<file path="src/hw/tsw_params.svh">
// constants and register map of the two-stage watchdog
//==================================================================
// What this block does
// - enable loads 35-bit counter from first preload
// - first-stage zero without reload raises interrupt
// - then reload second preload, count second stage
// - second-stage expiry generates system reset
// - first-stage interrupt routed as IRQ, SMI, SCI
// - timeout spans one microsecond tick to ten minutes
// - reset output is active low
`ifndef TSW_PARAMS_SVH
`define TSW_PARAMS_SVH
//==================================================================
// register byte offsets
`define TSW_OFF_CTRL 8'h00
`define TSW_OFF_PRE1_LO 8'h04
`define TSW_OFF_PRE1_HI 8'h08
`define TSW_OFF_PRE2_LO 8'h0C
`define TSW_OFF_PRE2_HI 8'h10
`define TSW_OFF_RELOAD 8'h14
`define TSW_OFF_STATUS 8'h18
`define TSW_OFF_MASK 8'h1C
`define TSW_OFF_COUNT 8'h20
`define TSW_OFF_STAGE 8'h24
//==================================================================
// field positions
`define TSW_CTRL_EN_BIT 0
`define TSW_CTRL_SEL_LSB 1
`define TSW_ST_FIRST_BIT 0
`define TSW_ST_SECOND_BIT 1
//==================================================================
// reset values
`define TSW_CTRL_RST 3'h0
`define TSW_PRE_RST 35'h0_0000_03E8
`define TSW_MASK_RST 2'h0
//==================================================================
// timing: one tick per microsecond
`define TSW_CLK_PS 5000
`define TSW_TICK_PS 1000000
`define TSW_TICK_CYC (`TSW_TICK_PS / `TSW_CLK_PS)
`define TSW_MIN_MS 1
`define TSW_MAX_MIN 10
`define TSW_MIN_TICKS (`TSW_MIN_MS * 1000)
`define TSW_MAX_TICKS (`TSW_MAX_MIN * 60 * 1000000)
`define TSW_RST_CYC 16
`define TSW_LOAD_FLOOR 35'h0_0000_0001
`endif

</file>
<file path="src/hw/tsw_pkg.sv">
// types shared by the two-stage watchdog
package tsw_pkg;
  typedef enum logic [3:0] {
    ST_IDLE = 4'b0001,
    ST_FIRST = 4'b0010,
    ST_SECOND = 4'b0100,
    ST_FIRE = 4'b1000
  } tsw_state_t;
  typedef enum logic [1:0] {
    SEL_IRQ = 2'b00,
    SEL_SMI = 2'b01,
    SEL_SCI = 2'b10
  } tsw_sel_t;
  typedef struct packed {
    tsw_sel_t intSel;
    logic enable;
  } tsw_ctrl_t;
  typedef struct packed {
    logic intIrq;
    logic intSmi;
    logic intSci;
  } tsw_int_t;
endpackage

</file>
<file path="src/hw/tsw_watchdog_unit.sv">
// two-stage watchdog with apb registers
//
// Design decisions made here: the APB register port and the register addresses.
`timescale 1ns/1ps
`include "tsw_params.svh"
module tsw_watchdog_unit (
  input wire logic core_clk,
  input wire logic reset_n,
  input wire logic psel,
  input wire logic penable,
  input wire logic pwrite,
  input wire logic [7:0] paddr,
  input wire logic [31:0] pwdata,
  output logic [31:0] prdata,
  output logic pready,
  output logic pslverr,
  output logic interrupt,
  output tsw_pkg::tsw_int_t intRoute,
  output logic timeout_reset_out_n
);
  import tsw_pkg::*;

  //================================================================
  // declarations
  tsw_ctrl_t ctrl_q;
  logic [34:0] pre1_q;
  logic [34:0] pre2_q;
  logic [1:0] status_q;
  logic [1:0] status_d;
  logic [1:0] mask_q;
  logic [34:0] cnt_q;
  tsw_state_t state_q;
  logic [7:0] tickDiv_q;
  logic tick_q;
  logic [4:0] rstCnt_q;
  logic [31:0] prdata_q;
  logic pready_q;
  logic pslverr_q;
  logic irq_q;
  tsw_int_t route_q;
  logic rstOut_q;
  logic setup;
  logic wrEn;
  logic reloadWr;
  logic exp1;
  logic exp2;
  logic [1:0] evt;
  logic [1:0] clr;

  // cap a preload at ten minutes; a zero load is raised to one tick
  // so the stage still ends. loads below one millisecond are kept:
  // software owns the lower end, and short stages stay usable
  function automatic logic [34:0] clampLoad(input logic [34:0] v);
    if (v < `TSW_LOAD_FLOOR) begin
      clampLoad = `TSW_LOAD_FLOOR;
    end else if (v > 35'(`TSW_MAX_TICKS)) begin
      clampLoad = 35'(`TSW_MAX_TICKS);
    end else begin
      clampLoad = v;
    end
  endfunction

  function automatic logic isOff(input logic [7:0] a,
                                 input logic [7:0] off);
    isOff = (a == off);
  endfunction

  //================================================================
  // apb slave: decode in setup, answer in first access cycle
  assign setup = psel & ~penable;
  assign wrEn = psel & penable & pready_q & pwrite;
  assign reloadWr = wrEn & isOff(paddr, `TSW_OFF_RELOAD);

  always_ff @(posedge core_clk or negedge reset_n) begin
    if (!reset_n) begin
      pready_q <= 1'b0;
    end else begin
      pready_q <= setup & ~pready_q;
    end
  end

  always_ff @(posedge core_clk or negedge reset_n) begin
    if (!reset_n) begin
      prdata_q <= 32'h0000_0000;
      pslverr_q <= 1'b0;
    end else if (setup) begin
      pslverr_q <= 1'b0;
      prdata_q <= 32'h0000_0000;
      unique case (paddr)
        `TSW_OFF_CTRL: prdata_q <= {29'h0, ctrl_q};
        `TSW_OFF_PRE1_LO: prdata_q <= pre1_q[31:0];
        `TSW_OFF_PRE1_HI: prdata_q <= {29'h0, pre1_q[34:32]};
        `TSW_OFF_PRE2_LO: prdata_q <= pre2_q[31:0];
        `TSW_OFF_PRE2_HI: prdata_q <= {29'h0, pre2_q[34:32]};
        `TSW_OFF_RELOAD: prdata_q <= 32'h0000_0000;
        `TSW_OFF_STATUS: prdata_q <= {30'h0, status_q};
        `TSW_OFF_MASK: prdata_q <= {30'h0, mask_q};
        `TSW_OFF_COUNT: prdata_q <= cnt_q[31:0];
        `TSW_OFF_STAGE: prdata_q <= {28'h0, state_q};
        default: pslverr_q <= 1'b1;
      endcase
    end
  end

  //================================================================
  // software registers
  always_ff @(posedge core_clk or negedge reset_n) begin
    if (!reset_n) begin
      ctrl_q <= `TSW_CTRL_RST;
      mask_q <= `TSW_MASK_RST;
    end else if (wrEn) begin
      if (isOff(paddr, `TSW_OFF_CTRL)) begin
        ctrl_q <= tsw_ctrl_t'(pwdata[2:0]);
      end
      if (isOff(paddr, `TSW_OFF_MASK)) begin
        mask_q <= pwdata[1:0];
      end
    end
  end

  always_ff @(posedge core_clk or negedge reset_n) begin
    if (!reset_n) begin
      pre1_q <= `TSW_PRE_RST;
      pre2_q <= `TSW_PRE_RST;
    end else if (wrEn) begin
      unique case (paddr)
        `TSW_OFF_PRE1_LO: pre1_q[31:0] <= pwdata;
        `TSW_OFF_PRE1_HI: pre1_q[34:32] <= pwdata[2:0];
        `TSW_OFF_PRE2_LO: pre2_q[31:0] <= pwdata;
        `TSW_OFF_PRE2_HI: pre2_q[34:32] <= pwdata[2:0];
        default: pre1_q <= pre1_q;
      endcase
    end
  end

  //================================================================
  // microsecond tick; the counter runs in ticks, not clocks, so
  // ten minutes still fit in 35 bits
  always_ff @(posedge core_clk or negedge reset_n) begin
    if (!reset_n) begin
      tickDiv_q <= 8'h00;
      tick_q <= 1'b0;
    end else if (tickDiv_q == 8'(`TSW_TICK_CYC - 1)) begin
      tickDiv_q <= 8'h00;
      tick_q <= 1'b1;
    end else begin
      tickDiv_q <= tickDiv_q + 8'h01;
      tick_q <= 1'b0;
    end
  end

  //================================================================
  // two-stage counter
  assign exp1 = (state_q == ST_FIRST) & tick_q & (cnt_q == 35'h1)
    & ~reloadWr;
  assign exp2 = (state_q == ST_SECOND) & tick_q & (cnt_q == 35'h1)
    & ~reloadWr;

  always_ff @(posedge core_clk or negedge reset_n) begin
    if (!reset_n) begin
      state_q <= ST_IDLE;
      cnt_q <= 35'h0;
      rstCnt_q <= 5'h00;
    end else if (!ctrl_q.enable) begin
      state_q <= ST_IDLE;
      cnt_q <= 35'h0;
      rstCnt_q <= 5'h00;
    end else begin
      unique case (state_q)
        ST_IDLE: begin
          state_q <= ST_FIRST;
          cnt_q <= clampLoad(pre1_q);
        end
        ST_FIRST, ST_SECOND: begin
          if (reloadWr) begin
            state_q <= ST_FIRST;
            cnt_q <= clampLoad(pre1_q);
          end else if (exp1) begin
            state_q <= ST_SECOND;
            cnt_q <= clampLoad(pre2_q);
          end else if (exp2) begin
            // the expiry cycle is already the first low cycle
            state_q <= ST_FIRE;
            rstCnt_q <= 5'(`TSW_RST_CYC - 2);
          end else if (tick_q) begin
            cnt_q <= cnt_q - 35'h1;
          end
        end
        ST_FIRE: begin
          // pulse ends, then the unit restarts from the first stage
          if (rstCnt_q == 5'h00) begin
            state_q <= ST_IDLE;
          end else begin
            rstCnt_q <= rstCnt_q - 5'h01;
          end
        end
        default: state_q <= ST_IDLE;
      endcase
    end
  end

  //================================================================
  // sticky status, write one to clear; a new event beats the clear
  assign evt = {exp2, exp1};
  assign clr = (wrEn & isOff(paddr, `TSW_OFF_STATUS)) ?
    pwdata[1:0] : 2'b00;
  assign status_d = (status_q & ~clr) | evt;

  always_ff @(posedge core_clk or negedge reset_n) begin
    if (!reset_n) begin
      status_q <= 2'b00;
    end else begin
      status_q <= status_d;
    end
  end

  //================================================================
  // outputs
  always_ff @(posedge core_clk or negedge reset_n) begin
    if (!reset_n) begin
      irq_q <= 1'b0;
      route_q <= 3'b000;
    end else begin
      irq_q <= |(status_q & mask_q);
      route_q.intIrq <= status_q[0] & mask_q[0]
        & (ctrl_q.intSel == SEL_IRQ);
      route_q.intSmi <= status_q[0] & mask_q[0]
        & (ctrl_q.intSel == SEL_SMI);
      route_q.intSci <= status_q[0] & mask_q[0]
        & (ctrl_q.intSel == SEL_SCI);
    end
  end

  always_ff @(posedge core_clk or negedge reset_n) begin
    if (!reset_n) begin
      rstOut_q <= 1'b1;
    end else begin
      rstOut_q <= ~((state_q == ST_FIRE) | exp2);
    end
  end

  assign prdata = prdata_q;
  assign pready = pready_q;
  assign pslverr = pslverr_q;
  assign interrupt = irq_q;
  assign intRoute = route_q;
  assign timeout_reset_out_n = rstOut_q;

  //================================================================
  // checks
  stage_load_a: assert property (
    @(posedge core_clk) disable iff (!reset_n)
    (state_q == ST_IDLE && ctrl_q.enable) |=>
      state_q == ST_FIRST && cnt_q == clampLoad($past(pre1_q)))
    else $error("first stage not loaded");

  first_expiry_a: assert property (
    @(posedge core_clk) disable iff (!reset_n)
    exp1 |=> status_q[0] ##1 (irq_q || !$past(mask_q[0])))
    else $error("first expiry not flagged");

  second_stage_a: assert property (
    @(posedge core_clk) disable iff (!reset_n)
    exp1 && ctrl_q.enable |=>
      state_q == ST_SECOND && cnt_q == clampLoad($past(pre2_q)))
    else $error("second stage not loaded");

  reset_pulse_a: assert property (
    @(posedge core_clk) disable iff (!reset_n)
    exp2 && ctrl_q.enable |=> !timeout_reset_out_n[*8])
    else $error("reset pulse too short");

  int_route_a: assert property (
    @(posedge core_clk) disable iff (!reset_n)
    $countones(intRoute) <= 1 &&
      (!intRoute.intSmi || $past(ctrl_q.intSel) == SEL_SMI))
    else $error("interrupt routed wrongly");

  count_span_a: assert property (
    @(posedge core_clk) disable iff (!reset_n)
    state_q == ST_FIRST |->
      cnt_q <= 35'(`TSW_MAX_TICKS) && cnt_q != 35'h0)
    else $error("count outside span");

  reset_level_a: assert property (
    @(posedge core_clk) disable iff (!reset_n)
    !timeout_reset_out_n |-> $past(state_q) == ST_FIRE || $past(exp2))
    else $error("reset without expiry");

  host_reload_a: assert property (
    @(posedge core_clk) disable iff (!reset_n)
    reloadWr && ctrl_q.enable && state_q != ST_IDLE
      && state_q != ST_FIRE |=> state_q == ST_FIRST)
    else $error("reload ignored");

  set_wins_a: assert property (
    @(posedge core_clk) disable iff (!reset_n)
    exp1 && clr[0] |=> status_q[0])
    else $error("event lost to clear");

  apb_answer_a: assert property (
    @(posedge core_clk) disable iff (!reset_n)
    setup |=> pready ##1 !pready)
    else $error("apb answer timing");

  first_cov: cover property (@(posedge core_clk) exp1);
  fire_cov: cover property (@(posedge core_clk) $fell(rstOut_q));
  reload_cov: cover property (
    @(posedge core_clk) reloadWr && state_q == ST_SECOND);
endmodule

</file>
<file path="config.mk">
export PLATFORM = sky130hd
export DESIGN_NAME = tsw_watchdog_unit
export DESIGN_NICKNAME = d
export VERILOG_FILES = /design/src/hw/tsw_pkg.sv /design/src/hw/tsw_watchdog_unit.sv
export VERILOG_INCLUDE_DIRS = /design/src /design/src/hw
export SDC_FILE = /design/constraint.sdc
export NUM_CORES = 1
export LEC_CHECK = 0
export BUFFER_PORTS_ARGS = -buffer_cell sky130_fd_sc_hd__buf_2
export CAP_MARGIN = 40
export CORE_ASPECT_RATIO = 0.9
export CORE_MARGIN = 4
export CORE_UTILIZATION = 40
export CTS_CLUSTER_SIZE = 20
export DETAILED_ROUTE_END_ITERATION = 8
export GPL_ROUTABILITY_DRIVEN = 1
export GPL_TIMING_DRIVEN = 0
export PLACE_DENSITY = 0.56
export SYNTH_ARGS = -nofsm -noshare
export SYNTH_HDL_FRONTEND = slang
export SYNTH_SLANG_ARGS = --single-unit
</file>
<file path="constraint.sdc">
create_clock -name core_clk -period 4.8 [get_ports core_clk]
set_input_delay 0.24 -clock core_clk [delete_from_list [all_inputs] [get_ports core_clk]]
set_output_delay 0.24 -clock core_clk [all_outputs]
set_load 0.02 [all_outputs]
</file>
Word level (Yosys, flattened, before mapping)
Cells that the tools add are included.
{"block": "classes", "add_sub_neg": 3, "order_cmp": 4, "n_eq_ne": 27, "n_mux": 27, "n_bitwise": 26, "n_reduce_logical": 15}
{"cell": "two-way mux 35 bit", "count": 9}
{"cell": "case mux 32 bit (9 select lines)", "count": 1}
{"cell": "greater-than comparator 35 x 30 -> 1 bit, second input constant", "count": 2}
{"cell": "less-than comparator 35 x 1 -> 1 bit, second input constant", "count": 2}
{"cell": "case mux 35 bit (2 select lines)", "count": 1}
{"cell": "== test 35 x 1 -> 1 bit, second input constant", "count": 1}
{"cell": "subtractor 35 x 1 -> 35 bit, second input constant", "count": 1}
{"cell": "== test 8 x 5 -> 1 bit, second input constant", "count": 4}
{"cell": "two-way mux 5 bit", "count": 5}
{"cell": "two-way mux 4 bit", "count": 5}
{"cell": "AND 1 bit", "count": 17}
{"cell": "== test 8 x 4 -> 1 bit, second input constant", "count": 2}
{"cell": "== test 8 x 6 -> 1 bit, second input constant", "count": 2}
{"cell": "inequality test 3 bit, second input constant", "count": 5}
{"cell": "inequality test 5 bit, second input constant", "count": 3}
{"cell": "AND reduction 2 bit", "count": 7}
{"cell": "case mux 4 bit (3 select lines)", "count": 1}
{"cell": "case mux 5 bit (2 select lines)", "count": 1}
{"cell": "OR reduction 10 bit", "count": 1}
{"cell": "adder 8 x 1 -> 8 bit, second input constant", "count": 1}
{"cell": "== test 8 x 3 -> 1 bit, second input constant", "count": 1}
{"cell": "== test 8 bit, second input constant", "count": 1}
{"cell": "logical NOT 8 bit", "count": 1}
{"cell": "two-way mux 8 bit", "count": 1}
{"cell": "20 further kinds", "count": 27}
{"block": "word_totals", "ff_bits": 169, "output_inout_bits": 39}

Logic depth before layout (Yosys ltp)
{"block": "logic_depth", "word_depth": 11, "ltp_mapped": 11, "mapped_depth_nobuf": 9}

Worst setup path before layout
Ideal clock, no wire load.
{"block": "synth_timing", "path_type": "reg-to-reg", "start": "register pre2_q[34]", "end": "register cnt_q[14]", "arrival_ns": 2.545, "path_slack_ns": 2.129, "path_stages_with_launch": 8, "n_path_buf": 0, "synth_period_minus_slack_ns": 2.671, "cell_sequence": "dfrtp_1 > or4_1 > or4_4 > or3_4 > o22ai_4 > nand3_4 > a2bb2oi_1 > a221o_1"}
{"block": "synth_between", "elab_chain_cells": 7, "word_cells_on_any_way": 8, "cone_classes": "2 x order compare; 6 x mux"}
{"element": "start, declared", "line": "tsw_watchdog_unit.sv:27", "text": "logic [34:0] pre2_q;"}
{"element": "start signal, assigned", "line": "tsw_watchdog_unit.sv:124", "text": "pre2_q <= `TSW_PRE_RST;"}
{"element": "start signal, assigned", "line": "tsw_watchdog_unit.sv:130", "text": "`TSW_OFF_PRE2_HI: pre2_q[34:32] <= pwdata[2:0];"}
{"element": "greater-than comparator 35 x 30 -> 1 bit", "line": "tsw_watchdog_unit.sv:56", "text": "end else if (v > 35'(`TSW_MAX_TICKS)) begin"}
{"element": "two-way mux 35 bit", "line": "tsw_watchdog_unit.sv:56"}
{"element": "two-way mux 35 bit *", "line": "tsw_watchdog_unit.sv:54", "text": "if (v < `TSW_LOAD_FLOOR) begin"}
{"element": "two-way mux 35 bit *", "line": "tsw_watchdog_unit.sv:178", "text": "end else if (exp1) begin"}
{"element": "two-way mux 35 bit *", "line": "tsw_watchdog_unit.sv:175", "text": "if (reloadWr) begin"}
{"element": "case mux 35 bit (2 select lines) *", "line": "tsw_watchdog_unit.sv:169", "text": "unique case (state_q)"}
{"element": "two-way mux 35 bit *", "line": "tsw_watchdog_unit.sv:164", "text": "end else if (!ctrl_q.enable) begin"}
{"element": "end signal, assigned", "line": "tsw_watchdog_unit.sv:172", "text": "cnt_q <= clampLoad(pre1_q);"}
{"element": "end signal, assigned", "line": "tsw_watchdog_unit.sv:177", "text": "cnt_q <= clampLoad(pre1_q);"}
{"element": "end signal, assigned", "line": "tsw_watchdog_unit.sv:180", "text": "cnt_q <= clampLoad(pre2_q);"}
{"element": "end, declared", "line": "tsw_watchdog_unit.sv:31", "text": "logic [34:0] cnt_q;"}
Mark *: on every way between the ends. The rest lies on a longest branch, timed or not.
A chain may end at the register's enable or synchronous reset.

Final worst setup path
{"block": "layout_timing", "start": "register pre1_q[30]", "end": "register cnt_q[11]"}
{"block": "layout_between", "elab_chain_cells": 6, "word_cells_on_any_way": 7, "cone_classes": "2 x order compare; 5 x mux"}
{"element": "start, declared", "line": "tsw_watchdog_unit.sv:26", "text": "logic [34:0] pre1_q;"}
{"element": "start signal, assigned", "line": "tsw_watchdog_unit.sv:123", "text": "pre1_q <= `TSW_PRE_RST;"}
{"element": "start signal, assigned", "line": "tsw_watchdog_unit.sv:127", "text": "`TSW_OFF_PRE1_LO: pre1_q[31:0] <= pwdata;"}
{"element": "start signal, assigned", "line": "tsw_watchdog_unit.sv:131", "text": "default: pre1_q <= pre1_q;"}
{"element": "greater-than comparator 35 x 30 -> 1 bit", "line": "tsw_watchdog_unit.sv:56"}
{"element": "two-way mux 35 bit", "line": "tsw_watchdog_unit.sv:56"}
{"element": "two-way mux 35 bit *", "line": "tsw_watchdog_unit.sv:54"}
{"element": "two-way mux 35 bit", "line": "tsw_watchdog_unit.sv:175"}
{"element": "case mux 35 bit (2 select lines) *", "line": "tsw_watchdog_unit.sv:169"}
{"element": "two-way mux 35 bit *", "line": "tsw_watchdog_unit.sv:164"}
Marked as above.

==> flow_metrics.tcl <==
set metrics [dict create \
    status "finished clean" \
    clkTransAtPathRegs_ns 0.08 \
    yosys_warnings 0 \
    rows 51 \
    place_congestion 0.9536 \
    clock-sinks 169 \
    slew_headroom_pct 45.15 \
    arrival_ns 3.85 \
    h-tree-depth 4 \
    grt_pass1_wl_um 43130 \
    synthArstFlopShare_pct 100.0 \
    overflow 0 \
    seq_area_frac_synth_pct 48.41 \
    critPathKind "reg -> reg" \
    clockBufferDepth 2 \
    synth_flop_cell "dfrtp_1" \
    critPathMaxFanout 10 \
    final_util_pct 47.26 \
    syn_inst 852 \
    syn2layout_area_growth_pct 16.55 \
    holdCritPathClass "in -> reg" \
    maxSlewViolCount 0 \
    final_nets 1007 \
    fillers 2055 \
    die_area_sq_um 24370 \
    antenna_found_initial 0 \
    dr.pass1.iters 5 \
    dp_slack_ns 1.476 \
    numPortBuffers 82 \
    ys_types 75 \
    grt_max_degree 91 \
    cp_cell_sequence "or4_1 > nor3_1 > nand3_1 > o41ai_4 > and2_1 > buf_2 > o2bb2ai_1 > a221o_1" \
    synth_nets 902 \
    fin_ws_ns 1.325 \
    avgViaCountPerCell 5.971 \
    synth-edff-count 0 \
    crit_buf_inv 1 \
    cp-start-kind "flop" \
    dp_hpwl_um 19870 \
    drive_above_1_share_pct 24.54 \
    critPathMaxStageDelay_ns 0.83 \
    whs_ns 0.04592 \
    fin_cells 1261 \
    core_sq_um 21630 \
    skew_ns 0.01005 \
    peakVddDrop_mv 0.2334 \
    synth_area_sq_um 8772 \
    clock.fmax_ghz 0.2878 \
    cap_viol_max_count 0 \
    crit_path_end_kind "flop" \
    fp.dieH_um 148.5 \
    wirelength_um 27900 \
    drc 0 \
    setup_viol 0 \
    post_cts_buffers 0 \
    power_density_nw_per_um2 307.1 \
    root_buffer "clkbuf_16" \
    crit_path_top_delay_cell "o41ai_4" \
    p_leak_uw 0.004618 \
    crit_required_ns 5.17 \
    hold_viol 0 \
    start_util_pct 40.55 \
    clk_latency_ns 0.44 \
    cts_made_buffers 17 \
    ant_nets 0 \
    final.min_clock_period_ns 3.475 \
    drt_first_iter_violations 929 \
    layout_worst_path_cycle_share_pct 72.40 \
    cp_top_family "simple AND/OR/NAND/NOR gates" \
    cts_tree "yes" \
    io_pins 84 \
    grt_pass1_vias 7248 \
    dp_cells 1228 \
    worst_slew_pin_slew_ns 0.8165 \
    rsz0062_at_grt "false" \
    die-width_um 164.1 \
    ctsHoldBuffers 1 \
    cts_resized 0 \
    avgSynthCellArea_sq_um 10.30 \
    n_antenna_cell 0 \
    fin_setup_tns_ns 0 \
    vias 7530 \
    grtUsageTotal_pct 23.11 \
    ys_ff_latch 169 \
    wl_per_cell_um 22.12 \
]
through the flow:
| step | power, uW | instance area, sq um |
|---|---|---|
| 6_report | 3139 | 10220 |
| 5_1_grt | 3255 | 10220 |
| 4_1_cts | 3171 | 10220 |
| 3_5_place_dp | 1712 | 9597 |
| 3_3_place_gp | 1708 | 9547 |
| 2_1_floorplan | 1599 | 8772 |
Yosys cell counts (all sizes together), types with 4 or more instances:
cell type | number | area (sq um)
nor3 | 33 | 165.2
mux2 | 77 | 867.1
o21a | 4 | 30.03
nand4 | 7 | 43.79
nor4 | 21 | 143.9
a222oi | 33 | 330.3
o2bb2ai | 7 | 61.31
xor2 | 8 | 70.07
nand3 | 27 | 147.6
o211ai | 4 | 30.03
o31ai | 8 | 65.06
and3 | 6 | 37.54
or3 | 7 | 48.80
a21oi | 56 | 280.3
or2 | 4 | 25.02
ha | 5 | 62.56
a221oi | 4 | 35.03
buf | 15 | 67.56
nand2 | 65 | 244.0
inv | 10 | 37.54
xnor2 | 21 | 183.9
a221o | 9 | 90.09
or4 | 14 | 116.4
o21ai | 42 | 214.0
dfstp | 14 | 367.9
a22o | 4 | 35.03
nor2 | 85 | 321.6
clkbuf | 30 | 112.6
nor3b | 5 | 37.54
nand2b | 10 | 62.56
nor2b | 10 | 62.56
dfrtp | 155 | 3879
a41oi | 4 | 35.03
cell families (layout without fill, tap and decap cells):
| group | after synthesis | in the layout | share of synthesized area (%) |
|---|---|---|---|
| AOI/OAI and AO/OA | 207 | 207 | 17.20 |
| xor gates and xnor gates | 29 | 29 | 2.896 |
| adders and majority gates | 5 | 5 | 0.7132 |
| buffers and inverters | 55 | 173 | 2.482 |
| DFF | 169 | 169 | 48.41 |
| muxes | 79 | 79 | 10.11 |
| and+or+nand+nor | 308 | 308 | 18.19 |
per-layer routing:
| layer | part of all wire [%] | GRT usage, % | wire length (um) |
|---|---|---|---|
| met5 | 0 | 0 | 0 |
| met4 | 2.4 | 7.925 | 669 |
| met3 | 7.8 | 4.655 | 2168 |
| met2 | 43 | 32.43 | 11950 |
| met1 | 47 | 35.39 | 13110 |
flip-flops by register name, indices dropped and copies added (netlist names):
name,count
mask_q,2
state_q,4
prdata,32
interrupt,1
tickDiv_q,8
pslverr,1
status_q,2
rstCnt_q,5
ctrl_q,3
intRoute,3
pready,1
cnt_q,35
tick_q,1
pre2_q,35
pre1_q,35
timeout_reset_out_n,1
path summary, 6_finish.rpt:
path | startpoint | endpoint | slack (ns) | cells after the start
max | pre1_q[30] | cnt_q[11] | 1.32 | 8
min reg2reg | tickDiv_q[0] | tickDiv_q[0] | 0.46 | 1
max reg2reg | pre1_q[30] | cnt_q[11] | 1.32 | 8
max in group asynchronous | reset_n | pre1_q[9] | 3.55 | 3
min in group asynchronous | reset_n | rstCnt_q[3] | 0.38 | 2
min | pwdata[18] | pre2_q[18] | 0.05 | 2
where the power goes:
group / leakage [uW] / total (uW) / internal (uW) / switching, uW
registers: 0.00223 / 1480 / 1460 / 21.0
clock network: 0.000297 / 1460 / 805 / 651
logic: 0.00209 / 204 / 66.7 / 137
cell type report:
cell class,count,area [sq um],share of cell area (%)
flip-flops and latches,169,4247,41.54
clock buffers,18,439.2,4.296
well taps,291,364.1,3.561
repair buffers,86,470.5,4.602
clock inverters,14,177.7,1.738
inverters,10,37.54,0.3672
plain buffers,45,180.2,1.762
multi-input cells,628,4308,42.14
cell usage in the layout (no fill, tap or decap), types with 8 or more instances in the layout:
master,synthesis,final
nor2b_1,10,10
inv_1,10,10
nor2_1,84,84
clkbuf_16,0,17
buf_2,9,91
xnor2_1,21,21
clkbuf_1,30,30
mux2_2,77,77
nand3_1,26,26
a221o_1,9,9
dfrtp_1,155,155
a222oi_1,33,33
nand2_1,65,65
nand2b_1,10,10
nor4_1,19,19
nor3_1,33,33
a21oi_1,56,56
o21ai_0,40,40
xor2_1,8,8
or4_1,11,11
dfstp_2,14,14
Power figures use the tool's default switching activity.
